**config.mk**
```make
export PLATFORM = sky130hd
export DESIGN_NAME = smc_top
export DESIGN_NICKNAME = d
export VERILOG_FILES = /design/src/smc_pkg.sv /design/src/smc_top.sv
export SDC_FILE = /design/constraint.sdc
export NUM_CORES = 1
export LEC_CHECK = 0
export BUFFER_PORTS_ARGS = -buffer_cell sky130_fd_sc_hd__buf_2
export CORE_AREA = 5 5 157 159
export CTS_CLUSTER_SIZE = 14
export DETAILED_ROUTE_END_ITERATION = 12
export DIE_AREA = 0 0 162 164
export PLACE_DENSITY_LB_ADDON = 0.15
export REMOVE_ABC_BUFFERS = 1
export SLEW_MARGIN = 20
export SYNTH_ARGS = -nofsm -noshare
export SYNTH_HDL_FRONTEND = slang
export SYNTH_SLANG_ARGS = --single-unit
```
**constraint.sdc**
```tcl
create_clock -name clk -period 3.4 [get_ports clk]
set_clock_uncertainty 0.05 [all_clocks]
set_input_delay 0.34 -clock clk [delete_from_list [all_inputs] [get_ports clk]]
set_output_delay 0.34 -clock clk [all_outputs]
set_load 0.005 [all_outputs]
```
**src/smc_pkg.sv**
```systemverilog
/*
 package for the switch operating-mode controller: timing, reset values, mode and fault carriers.
 assumes a 200 MHz core clock; long counts are overridable at the top module.
*/
// Contract
// - rising wake/reset with both supplies, or rising direct input with main supply, enters Normal.
// - each direct input's activity flag drops after 250 ms without activity.
// - sleep when both activity flags and wake/reset are low; wake is their OR.
// - wake/reset low or fail-safe: channels follow direct inputs, protections stay active.
// - mode from wake, fault, fail-safe: Sleep, Fault, Fail-safe, else Normal.
// - fail-safe raised on logic supply loss when enabled, or unmasked watchdog timeout.
// - fault raised on over-current, over-temperature, short, under-voltage, or selected over-voltage.
// - watchdog disable is global config bit 4; when set timeouts give no fail-safe.
// - sleep turns channels and serial off, registers default; sleep is power-up mode.
// - entering fail-safe drives fail-safe output low; channels follow direct inputs.
// - entering fail-safe delatches faults, resets registers except flags, blocks serial access; code also clears fault bits on entry.
// - watchdog starts on wake/reset rise with logic supply; times out without toggle.
// - word with bit 15 set, then second word within 310 ms, re-enables writes.
// - back in Normal: fail-safe output high, reset faults except latched fault bits.
// - fault status output low in real time on any fault; matching bit set.
// - fault bit sticky; read clears only when cause gone and not latched.
// - fault turns off its channel except open-load, clock-fail, short-to-supply; voltage faults both.
// - short-to-supply and open-load detection off by default; clock-fail and over-voltage on.
// - fault in fail-safe: combined mode, registers reset and blocked, direct inputs only.
// - when that fault clears, back to fail-safe, status high, no counter reset or delatch.
// - latchable fault: channel off, status low, bit set until retry turn-on, retry if enabled.
// - failure clearing before retries expire releases status but bit stays until read.
// - latched channel delatched by control term high-low-high or retry reset, at next turn-on.
// - active-low open-drain fail-safe output signals serial or logic supply loss.
package smc_pkg;

   // ===========================================================
   // timing
   localparam int CLK_MHZ                   = 200;
   localparam int WATCHDOG_TIMEOUT_TIME_MS  = 310;
   localparam int INPUT_TIMEOUT_TIME_MS     = 250;
   localparam int WATCHDOG_TIMEOUT_CYC      = WATCHDOG_TIMEOUT_TIME_MS * 1000 * CLK_MHZ;
   localparam int INPUT_TIMEOUT_CYC         = INPUT_TIMEOUT_TIME_MS * 1000 * CLK_MHZ;
   localparam int RETRY_INTERVAL_CYC        = 4096;

   // ===========================================================
   // global config layout and reset values
   localparam int GCFG_W                    = 8;
   localparam int GCFG_WATCHDOG_DISABLE_BIT_BIT           = 4;
   localparam int GCFG_OV_SEL_BIT           = 0;
   localparam int GCFG_VDD_FAIL_EN_BIT      = 1;
   localparam int GCFG_RETRY_EN_BIT         = 2;
   localparam int GCFG_OL_EN_BIT            = 3;
   localparam int GCFG_STS_EN_BIT           = 5;
   localparam int GCFG_CLKF_EN_BIT          = 6;
   localparam logic [7:0] GCFG_RESET        = 8'h41;
   localparam logic [3:0] RETRY_LIMIT_RESET = 4'h3;

   // ===========================================================
   // types
   typedef enum logic [1:0] {SMC_SLEEP, SMC_NORMAL, SMC_FAILSAFE, SMC_FAULT} smc_mode_t;

   typedef struct packed
   {
      logic over_current_fault;
      logic over_temperature_fault;
      logic severe_short_fault;
      logic open_load;
      logic short_to_supply;
      logic clock_fail;
   } smc_chan_fault_t;

   typedef struct packed
   {
      logic under_voltage_fault;
      logic over_voltage_fault;
      logic vdd_fail;
   } smc_supply_fault_t;

endpackage

```
**src/smc_top.sv**
```systemverilog
/*
 switch operating-mode controller: mode decision, watchdog, direct-input timeouts,
 sticky/latchable fault bits, fail-safe and fault status outputs.
 assumes pins arrive asynchronously; serial words arrive decoded as a one-cycle strobe on clk.
*/
`timescale 1ns/1ps
module smc_top
#(
   parameter int WD_CYC    = smc_pkg::WATCHDOG_TIMEOUT_CYC,
   parameter int IN_CYC    = smc_pkg::INPUT_TIMEOUT_CYC,
   parameter int RETRY_CYC = smc_pkg::RETRY_INTERVAL_CYC
)
(
   input  wire logic                         clk,
   input  wire logic                         arst_n,
   input  wire logic                         clk_en,
   input  wire logic                         wake_reset_input_n,
   input  wire logic [1:0]                   direct_in,
   input  wire logic                         vdd_present,
   input  wire logic                         word_valid,
   input  wire logic [15:0]                  word_data,
   input  wire logic                         gcfg_write,
   input  wire logic [7:0]                   gcfg_wdata,
   input  wire logic [1:0]                   fault_read,
   input  wire smc_pkg::smc_chan_fault_t [1:0] chan_fault,
   input  wire smc_pkg::smc_supply_fault_t   supply_fault,
   output logic [1:0]                        channel_on,
   output logic                              serial_enable,
   output logic                              reg_access_ok,
   output logic                              normal_mode_flag,
   output smc_pkg::smc_mode_t                mode,
   output logic                              failsafe_output_n,
   output logic                              failsafe_output_oe,
   output logic                              fault_status_output_n,
   output logic [7:0]                        global_config_reg,
   output logic [1:0][5:0]                   channel_fault_reg,
   output logic [1:0]                        channel_status_reg,
   output logic [1:0]                        channel_latched
);

   if (WD_CYC < 2 || IN_CYC < 2 || RETRY_CYC < 2)
   begin : g_bad_cfg
      $error("smc_top: timeout counts must be at least 2");
   end

   // ===========================================================
   // synchronisers: pins pass two flops before any logic
   logic [3:0] sync1_reg;
   logic [3:0] sync2_reg;
   logic [3:0] sync_d_reg;
   always_ff @(posedge clk or negedge arst_n)
   begin
      if (!arst_n)
      begin
         sync1_reg  <= 4'h0;
         sync2_reg  <= 4'h0;
         sync_d_reg <= 4'h0;
      end
      else if (clk_en)
      begin
         sync1_reg  <= {vdd_present, direct_in, wake_reset_input_n};
         sync2_reg  <= sync1_reg;
         sync_d_reg <= sync2_reg;
      end
   end

   wire       rst_pin   = sync2_reg[0];
   wire [1:0] din       = sync2_reg[2:1];
   wire       vdd_ok    = sync2_reg[3];
   wire       rst_rise  = sync2_reg[0] & ~sync_d_reg[0];
   wire [1:0] din_rise  = sync2_reg[2:1] & ~sync_d_reg[2:1];
   wire [1:0] din_act   = sync2_reg[2:1] ^ sync_d_reg[2:1];

   // ===========================================================
   // direct-input activity flags
   logic [1:0]       in_on_reg;
   logic [1:0][31:0] in_cnt_reg;
   genvar gi;
   generate
      for (gi = 0; gi < 2; gi++)
      begin : g_in
         always_ff @(posedge clk or negedge arst_n)
         begin
            if (!arst_n)
            begin
               in_cnt_reg[gi] <= 32'h0;
               in_on_reg[gi]  <= 1'b0;
            end
            else if (clk_en)
            begin
               if (din_act[gi] || din[gi])
               begin
                  in_cnt_reg[gi] <= 32'h0;
                  in_on_reg[gi]  <= in_on_reg[gi] | din_rise[gi];
               end
               else if (in_cnt_reg[gi] >= 32'(IN_CYC - 1))
                  in_on_reg[gi] <= 1'b0;
               else
                  in_cnt_reg[gi] <= in_cnt_reg[gi] + 32'h1;
            end
         end
      end
   endgenerate

   // ===========================================================
   // mode decision
   logic wake_reg;
   wire  wake_next = rst_pin | in_on_reg[0] | in_on_reg[1];
   wire  wake_event = (rst_rise & vdd_ok) | (|din_rise);

   logic wd_run_reg;
   logic wd_to_reg;
   logic [31:0] wd_cnt_reg;
   logic wd_last_reg;
   logic fs_reg;
   logic [7:0] gcfg_reg;

   wire watchdog_disable_bit    = gcfg_reg[smc_pkg::GCFG_WATCHDOG_DISABLE_BIT_BIT];
   wire failsafe  = (supply_fault.vdd_fail & gcfg_reg[smc_pkg::GCFG_VDD_FAIL_EN_BIT])
                  | (wd_to_reg & ~watchdog_disable_bit);

   logic [1:0] ch_fault_any;
   logic [1:0] ch_fault_off;
   generate
      for (gi = 0; gi < 2; gi++)
      begin : g_fault
         assign ch_fault_off[gi] = chan_fault[gi].over_current_fault
                                 | chan_fault[gi].over_temperature_fault
                                 | chan_fault[gi].severe_short_fault;
         assign ch_fault_any[gi] = ch_fault_off[gi]
                                 | (chan_fault[gi].open_load & gcfg_reg[smc_pkg::GCFG_OL_EN_BIT])
                                 | (chan_fault[gi].short_to_supply & gcfg_reg[smc_pkg::GCFG_STS_EN_BIT])
                                 | (chan_fault[gi].clock_fail & gcfg_reg[smc_pkg::GCFG_CLKF_EN_BIT]);
      end
   endgenerate

   wire ov_q      = supply_fault.over_voltage_fault & gcfg_reg[smc_pkg::GCFG_OV_SEL_BIT];
   wire volt_flt  = supply_fault.under_voltage_fault | ov_q;
   wire fault     = (|ch_fault_off) | volt_flt;
   wire any_flt   = (|ch_fault_any) | volt_flt;

   smc_pkg::smc_mode_t mode_next;
   always_comb
   begin
      if (!wake_reg)
         mode_next = smc_pkg::SMC_SLEEP;
      else if (fault)
         mode_next = smc_pkg::SMC_FAULT;
      else if (failsafe | fs_reg)
         mode_next = smc_pkg::SMC_FAILSAFE;
      else
         mode_next = smc_pkg::SMC_NORMAL;
   end

   // fs_reg holds fail-safe until the exit handshake completes or sleep is entered, across fault episodes
   logic exit_pend_reg;
   logic [31:0] exit_cnt_reg;
   wire fs_enter  = failsafe & ~fs_reg;
   wire exit_done = fs_reg & exit_pend_reg & word_valid & ~failsafe;
   wire in_sleep  = (mode_next == smc_pkg::SMC_SLEEP);

   always_ff @(posedge clk or negedge arst_n)
   begin
      if (!arst_n)
      begin
         wake_reg      <= 1'b0;
         fs_reg        <= 1'b0;
         exit_pend_reg <= 1'b0;
         exit_cnt_reg  <= 32'h0;
      end
      else if (clk_en)
      begin
         wake_reg <= wake_next | wake_event;
         if (fs_enter)
            fs_reg <= 1'b1;
         else if (exit_done || in_sleep)
            fs_reg <= 1'b0;
         if (!fs_reg || exit_done)
            exit_pend_reg <= 1'b0;
         else if (word_valid && word_data[15])
         begin
            exit_pend_reg <= 1'b1;
            exit_cnt_reg  <= 32'h0;
         end
         else if (exit_pend_reg && exit_cnt_reg >= 32'(WD_CYC - 1))
            exit_pend_reg <= 1'b0;
         else if (exit_pend_reg)
            exit_cnt_reg <= exit_cnt_reg + 32'h1;
      end
   end

   // ===========================================================
   // serial watchdog
   always_ff @(posedge clk or negedge arst_n)
   begin
      if (!arst_n)
      begin
         wd_run_reg  <= 1'b0;
         wd_to_reg   <= 1'b0;
         wd_cnt_reg  <= 32'h0;
         wd_last_reg <= 1'b0;
      end
      else if (clk_en)
      begin
         if ((in_sleep && !rst_rise) || !vdd_ok)
         begin
            wd_run_reg <= 1'b0;
            wd_to_reg  <= 1'b0;
            wd_cnt_reg <= 32'h0;
         end
         else if (rst_rise || exit_done || (wd_run_reg && word_valid && word_data[15] != wd_last_reg))
         begin
            wd_run_reg <= 1'b1;
            wd_to_reg  <= 1'b0;
            wd_cnt_reg <= 32'h0;
         end
         else if (wd_run_reg)
         begin
            if (wd_cnt_reg >= 32'(WD_CYC - 1))
               wd_to_reg <= 1'b1;
            else
               wd_cnt_reg <= wd_cnt_reg + 32'h1;
         end
         if (word_valid)
            wd_last_reg <= word_data[15];
      end
   end

   // ===========================================================
   // registers and sticky fault bits
   wire access   = (mode_next == smc_pkg::SMC_NORMAL) & ~fs_reg;
   wire reg_wipe = in_sleep | fs_enter;

   logic [1:0] fc_d_reg;
   logic [1:0] delatch_arm_reg;
   logic [1:0] latched_reg;
   logic [1:0][3:0] retry_left_reg;
   logic [1:0][31:0] retry_cnt_reg;
   logic [1:0] retry_off_reg;
   logic [1:0][5:0] fbit_reg;

   always_ff @(posedge clk or negedge arst_n)
   begin
      if (!arst_n)
         gcfg_reg <= smc_pkg::GCFG_RESET;
      else if (clk_en)
      begin
         if (reg_wipe || exit_done)
            gcfg_reg <= smc_pkg::GCFG_RESET;
         else if (gcfg_write && access)
            gcfg_reg <= gcfg_wdata;
      end
   end

   generate
      for (gi = 0; gi < 2; gi++)
      begin : g_ch
         wire [5:0] cause    = chan_fault[gi];
         wire       latchbl  = ch_fault_off[gi] | supply_fault.under_voltage_fault;
         wire       fc       = din[gi];
         wire       fc_rise  = fc & ~fc_d_reg[gi];
         wire       retry_on = retry_off_reg[gi] && retry_cnt_reg[gi] >= 32'(RETRY_CYC - 1);
         always_ff @(posedge clk or negedge arst_n)
         begin
            if (!arst_n)
            begin
               fc_d_reg[gi]        <= 1'b0;
               delatch_arm_reg[gi] <= 1'b0;
               latched_reg[gi]     <= 1'b0;
               retry_left_reg[gi]  <= smc_pkg::RETRY_LIMIT_RESET;
               retry_cnt_reg[gi]   <= 32'h0;
               retry_off_reg[gi]   <= 1'b0;
               fbit_reg[gi]        <= 6'h0;
            end
            else if (clk_en)
            begin
               fc_d_reg[gi] <= fc;
               if (fs_enter)
               begin
                  latched_reg[gi]    <= 1'b0;
                  retry_left_reg[gi] <= smc_pkg::RETRY_LIMIT_RESET;
               end
               else if (latched_reg[gi] && !latchbl && (!fc || delatch_arm_reg[gi]))
               begin
                  delatch_arm_reg[gi] <= 1'b1;
                  if (delatch_arm_reg[gi] && fc_rise)
                  begin
                     latched_reg[gi]     <= 1'b0;
                     delatch_arm_reg[gi] <= 1'b0;
                     retry_left_reg[gi]  <= smc_pkg::RETRY_LIMIT_RESET;
                  end
               end
               if (latchbl && !retry_off_reg[gi] && !latched_reg[gi])
               begin
                  retry_off_reg[gi] <= 1'b1;
                  retry_cnt_reg[gi] <= 32'h0;
               end
               else if (retry_off_reg[gi])
               begin
                  retry_cnt_reg[gi] <= retry_cnt_reg[gi] + 32'h1;
                  if (retry_on)
                  begin
                     retry_off_reg[gi] <= 1'b0;
                     if (!gcfg_reg[smc_pkg::GCFG_RETRY_EN_BIT] || retry_left_reg[gi] == 4'h0)
                        latched_reg[gi] <= latchbl;
                     else
                        retry_left_reg[gi] <= retry_left_reg[gi] - 4'h1;
                  end
               end
               // wipe wins over set; on a read, set wins over clear
               if (reg_wipe || (exit_done && !latched_reg[gi]))
                  fbit_reg[gi] <= 6'h0;
               else if (fault_read[gi] && access && !latched_reg[gi] && !retry_off_reg[gi])
                  fbit_reg[gi] <= cause;
               else
                  fbit_reg[gi] <= fbit_reg[gi] | cause;
            end
         end
      end
   endgenerate

   // ===========================================================
   // outputs: channels off in sleep, faulted channel off in fault, both off on a voltage fault; direct inputs drive channels in every awake mode
   logic [1:0] ch_next;
   generate
      for (gi = 0; gi < 2; gi++)
      begin : g_out
         assign ch_next[gi] = din[gi] & wake_reg & ~ch_fault_off[gi] & ~volt_flt
                            & ~latched_reg[gi] & ~retry_off_reg[gi];
      end
   endgenerate

   always_ff @(posedge clk or negedge arst_n)
   begin
      if (!arst_n)
      begin
         channel_on            <= 2'h0;
         serial_enable         <= 1'b0;
         reg_access_ok         <= 1'b0;
         normal_mode_flag      <= 1'b0;
         mode                  <= smc_pkg::SMC_SLEEP;
         failsafe_output_n     <= 1'b0;
         failsafe_output_oe    <= 1'b0;
         fault_status_output_n <= 1'b0;
         global_config_reg     <= smc_pkg::GCFG_RESET;
         channel_fault_reg     <= '0;
         channel_status_reg    <= 2'h0;
         channel_latched       <= 2'h0;
      end
      else if (clk_en)
      begin
         channel_on            <= (mode_next == smc_pkg::SMC_SLEEP) ? 2'h0 : ch_next;
         serial_enable         <= ~in_sleep;
         reg_access_ok         <= access;
         normal_mode_flag      <= (mode_next == smc_pkg::SMC_NORMAL) & ~fs_reg;
         mode                  <= mode_next;
         failsafe_output_n     <= 1'b0;
         failsafe_output_oe    <= fs_reg | fs_enter;
         fault_status_output_n <= ~(any_flt | (|latched_reg));
         global_config_reg     <= gcfg_reg;
         channel_fault_reg     <= fbit_reg;
         channel_status_reg    <= ch_fault_any;
         channel_latched       <= latched_reg;
      end
   end

endmodule

```
==> metrics.md <==
| Metric | Value |
|---|---|
| Status | finished clean |
| Fin crit share | 87.9% |
| Routed Antenna Nets | 0 |
| Syn. warnings | 0 |
| Final Wtd Congestion | 0.847 |
| Mapped cell area | 0.0139 mm^2 |
| Seq/Total Area, Yosys | 50.0% |
| Layout Nets | 1565 |
| Final Hold Viols | 0 |
| DR vias | 11100 |
| IO Pins | 84 |
| Setup Total Neg Slack | 0 ns |
| Cell variety after synth | 72 |
| Final setup violation count | 0 |
| Chip height | 164 um |
| Initial antenna violation count | 0 |
| Diodes inserted | 0 |
| Max IR drop VDD | 0.000437 V |
| CP required | 3.82 ns |
| Final core occ | 68.1% |
| Syn Area/Cell | 9.69 um^2 |
| Post-CTS Setup Bufs | 0 |
| Die W | 162 um |
| CTS tree | done |
| Share of the synthesized area in the top cell type | 48.5% |
| Minimum clock period | 2.99 ns |
| Setup crit start kind | flip-flop |
| Slew Limit Headroom | 39.2% |
| DP Wirelength | 20.5 mm |
| Slew Limit Fails | 0 |
| Initial Utilization | 60.0% |
| Clock sinks | 277 |
| Worst-margin pin slew | 0.910 ns |
| EDFF count, synth | 0 |
| Pwr dens | 497 mW/mm^2 |
| Drt drc | 0 |
| Site Rows | 56 |
| # H-tree levels | 1 |
| Crit Path Max Fanout | 10 |
| Largest net degree at the start of global routing | 85 |
| Post-cts resize count | 0 |
| CP endpoint kind | flip-flop |
| Core box area | 0.0231 mm^2 |
| Root buffer cell | clkbuf_16 |
| CP Cell Sequence | or4_1 > a2111oi_0 > o21a_1 > nand4_1 > or3_1 > a21oi_1 |
| Worst hold margin | 0.0196 ns |
| Drt first pass iters | 5 |
| Ys async rst share | 100% |
| Number of global-route vias before repair | 10700 |
| Ranking of synthesized cells by area | dfrtp_1 (49%), xnor2_1 (4.2%), nor2_1 (4.0%) |
| Detailed Route WL | 31.3 mm |
| CP Buf/Inv Count | 0 |
| Fill cell count | 1774 |
| Drt via density | 6.07 |
| Placement Cell Area | 0.0145 mm^2 |
| Top FF cell, synth | dfrtp_1 |
| GRT Overall Usage | 23.5% |
| Post-synthesis cell count | 1432 |
| Slowest CP cell | or4_1 |
| First-pass GRT wire length | 52.8 mm |
| Max Buffers Root-to-Sink | 3 |
| Fin area | 0.0158 mm^2 |
| Fraction of layout cells with a size suffix above 1 | 13.0% |
| DR iter-0 viols | 918 |
| Hold Path Class | primary input to flip-flop |
| Clk Latency, worst-skew pair | 0.55 ns |
| Buffers on Ports | 67 |
| Count of state elements after synthesis | 277 |
| Critical path's largest stage delay | 0.54 ns |
| Clock Pin Slew Worst Setup and Hold Paths | 0.06 ns |
| Hold buffer count at CTS | 20 |
| WP data arrival | 3.41 ns |
| Congestion Overflow GR | 0 |
| CTS Buf Count | 30 |
| Max_cap viols | 0 |
| Reported leakage power | 6.94 nW |
| Synth area leader | dfrtp_1 |
| Area grow syn2layout | 13.6% |
| Unrepaired setup endpoints after global routing | false |
| Multi-input logic area | 0.00655 mm^2 |
| Critical path class | flip-flop to flip-flop |
| Wire per inst | 17.2 um |
| Largest delay share family, worst path | simple AND/OR/NAND/NOR gates |
| Sequential cell area | 0.00694 mm^2 |
| F_max | 0.335 GHz |
| Die area | 0.0266 mm^2 |
placed cells by master (no fill, tap or decap), types with 9 or more instances in the layout:
cell / netlist / routed
buf_2: 1 / 65
a21oi_1: 60 / 59
a22o_1: 16 / 16
nor4_1: 35 / 34
and3_1: 27 / 27
inv_1: 36 / 36
clkbuf_16: 0 / 31
buf_4: 4 / 17
nand3_1: 77 / 77
and2_1: 43 / 43
nand2b_1: 10 / 10
a21o_1: 9 / 9
mux2_2: 37 / 37
nor2_1: 148 / 148
xnor2_1: 67 / 67
dfrtp_1: 269 / 269
and4_1: 22 / 22
or4_1: 21 / 21
or3_1: 31 / 31
xor2_1: 34 / 34
a31oi_1: 17 / 17
dlygate4sd3_1: 0 / 21
nand4_1: 59 / 59
nor3_1: 46 / 45
nand2_1: 132 / 132
o21ai_0: 49 / 49
where the power goes:
part           internal [mW]  total, mW  switching (mW)
clock                   2.11       3.41            1.30
combinational          0.289      0.739           0.450
sequential              3.49       3.68           0.192
total                   5.88       7.82            1.94
worst register-to-register path: stages (launching register included):
cell       delay (ns)
dfrtp_1          0.36
or4_1            0.54
a2111oi_0        0.52
o21a_1           0.42
nand4_1          0.41
or3_1            0.48
a21oi_1          0.15
final cells by class:
class	count	share of cell area, %
Clock buffer	42	5.38
Sequential cell	277	44.1
Timing Repair Buffer	106	4.56
Inverter	37	0.881
Clock inverter	14	1.25
Tap cell	290	2.30
Multi-Input combinational cell	1055	41.6
Yosys cell counts, types with 4 or more instances:
cell type and n:
nand2b_1 10, o21a_1 8, nand3b_1 4, nor2b_1 5, and4_1 22, or3_1 31, buf_1 6, a21o_1 9
clkbuf_1 52, nor3_1 46, or4_1 21, o31ai_1 6, and3_1 27, o21ai_0 49, a22o_1 16, buf_4 4
a31oi_1 17, inv_1 36, ha_1 8, dfrtp_1 269, mux2_2 37, nor4_1 35, a41o_1 6, and2_1 43
xor2_1 34, nand3_1 77, dfstp_2 8, xnor2_1 67, a21oi_1 60, a31o_2 4, a2111oi_4 4, nand2_1 132
o211ai_1 8, a211oi_1 6, nor2_1 148, mux2i_1 5, nand4_1 59
metal layers:
layer / global-route usage (%) / wire length (um)
met1: 32.6 / 14100
met3: 3.04 / 1020
met5: 0 / 0
met2: 38.6 / 15100
met4: 7.88 / 1100
per-stage QoR:
stage | power [mW] | worst slack (ns) | std cells
after floorplan | 4.08 | -0.0478 | 1369
after global placement | 4.41 | 0.501 | 1744
after detailed placement | 4.45 | 0.426 | 1744
after CTS | 7.90 | 0.424 | 1820
after global routing | 8.16 | 0.243 | 1821
final | 7.82 | 0.411 | 1821
cell families after synthesis:
| logic type | share of synthesized area, % |
|---|---|
| buf+inv | 2.82 |
| compound gates | 11.6 |
| simple gates | 25.0 |
| fa+ha+maj | 0.722 |
| xor+xnor | 6.38 |
| other cells | 0.0270 |
| mux | 3.36 |
| flops | 50.0 |
path summary, 6_finish.rpt:
check / cells after the start / startpoint / to / slack [ns]
worst max-delay path: 6 / in_cnt_reg[62] / in_cnt_reg[48] / 0.41
worst min-delay path: 2 / chan_fault[1] / fbit_reg[1] / 0.02
worst max register to register: 6 / in_cnt_reg[62] / in_cnt_reg[48] / 0.41
worst min register to register: 1 / serial_enable / serial_enable / 0.43
max in group asynchronous: 3 / arst_n / retry_left_reg[1] / 2.08
min in group asynchronous: 2 / arst_n / wd_cnt_reg[21] / 0.32
(Power assumes the default switching activity.)
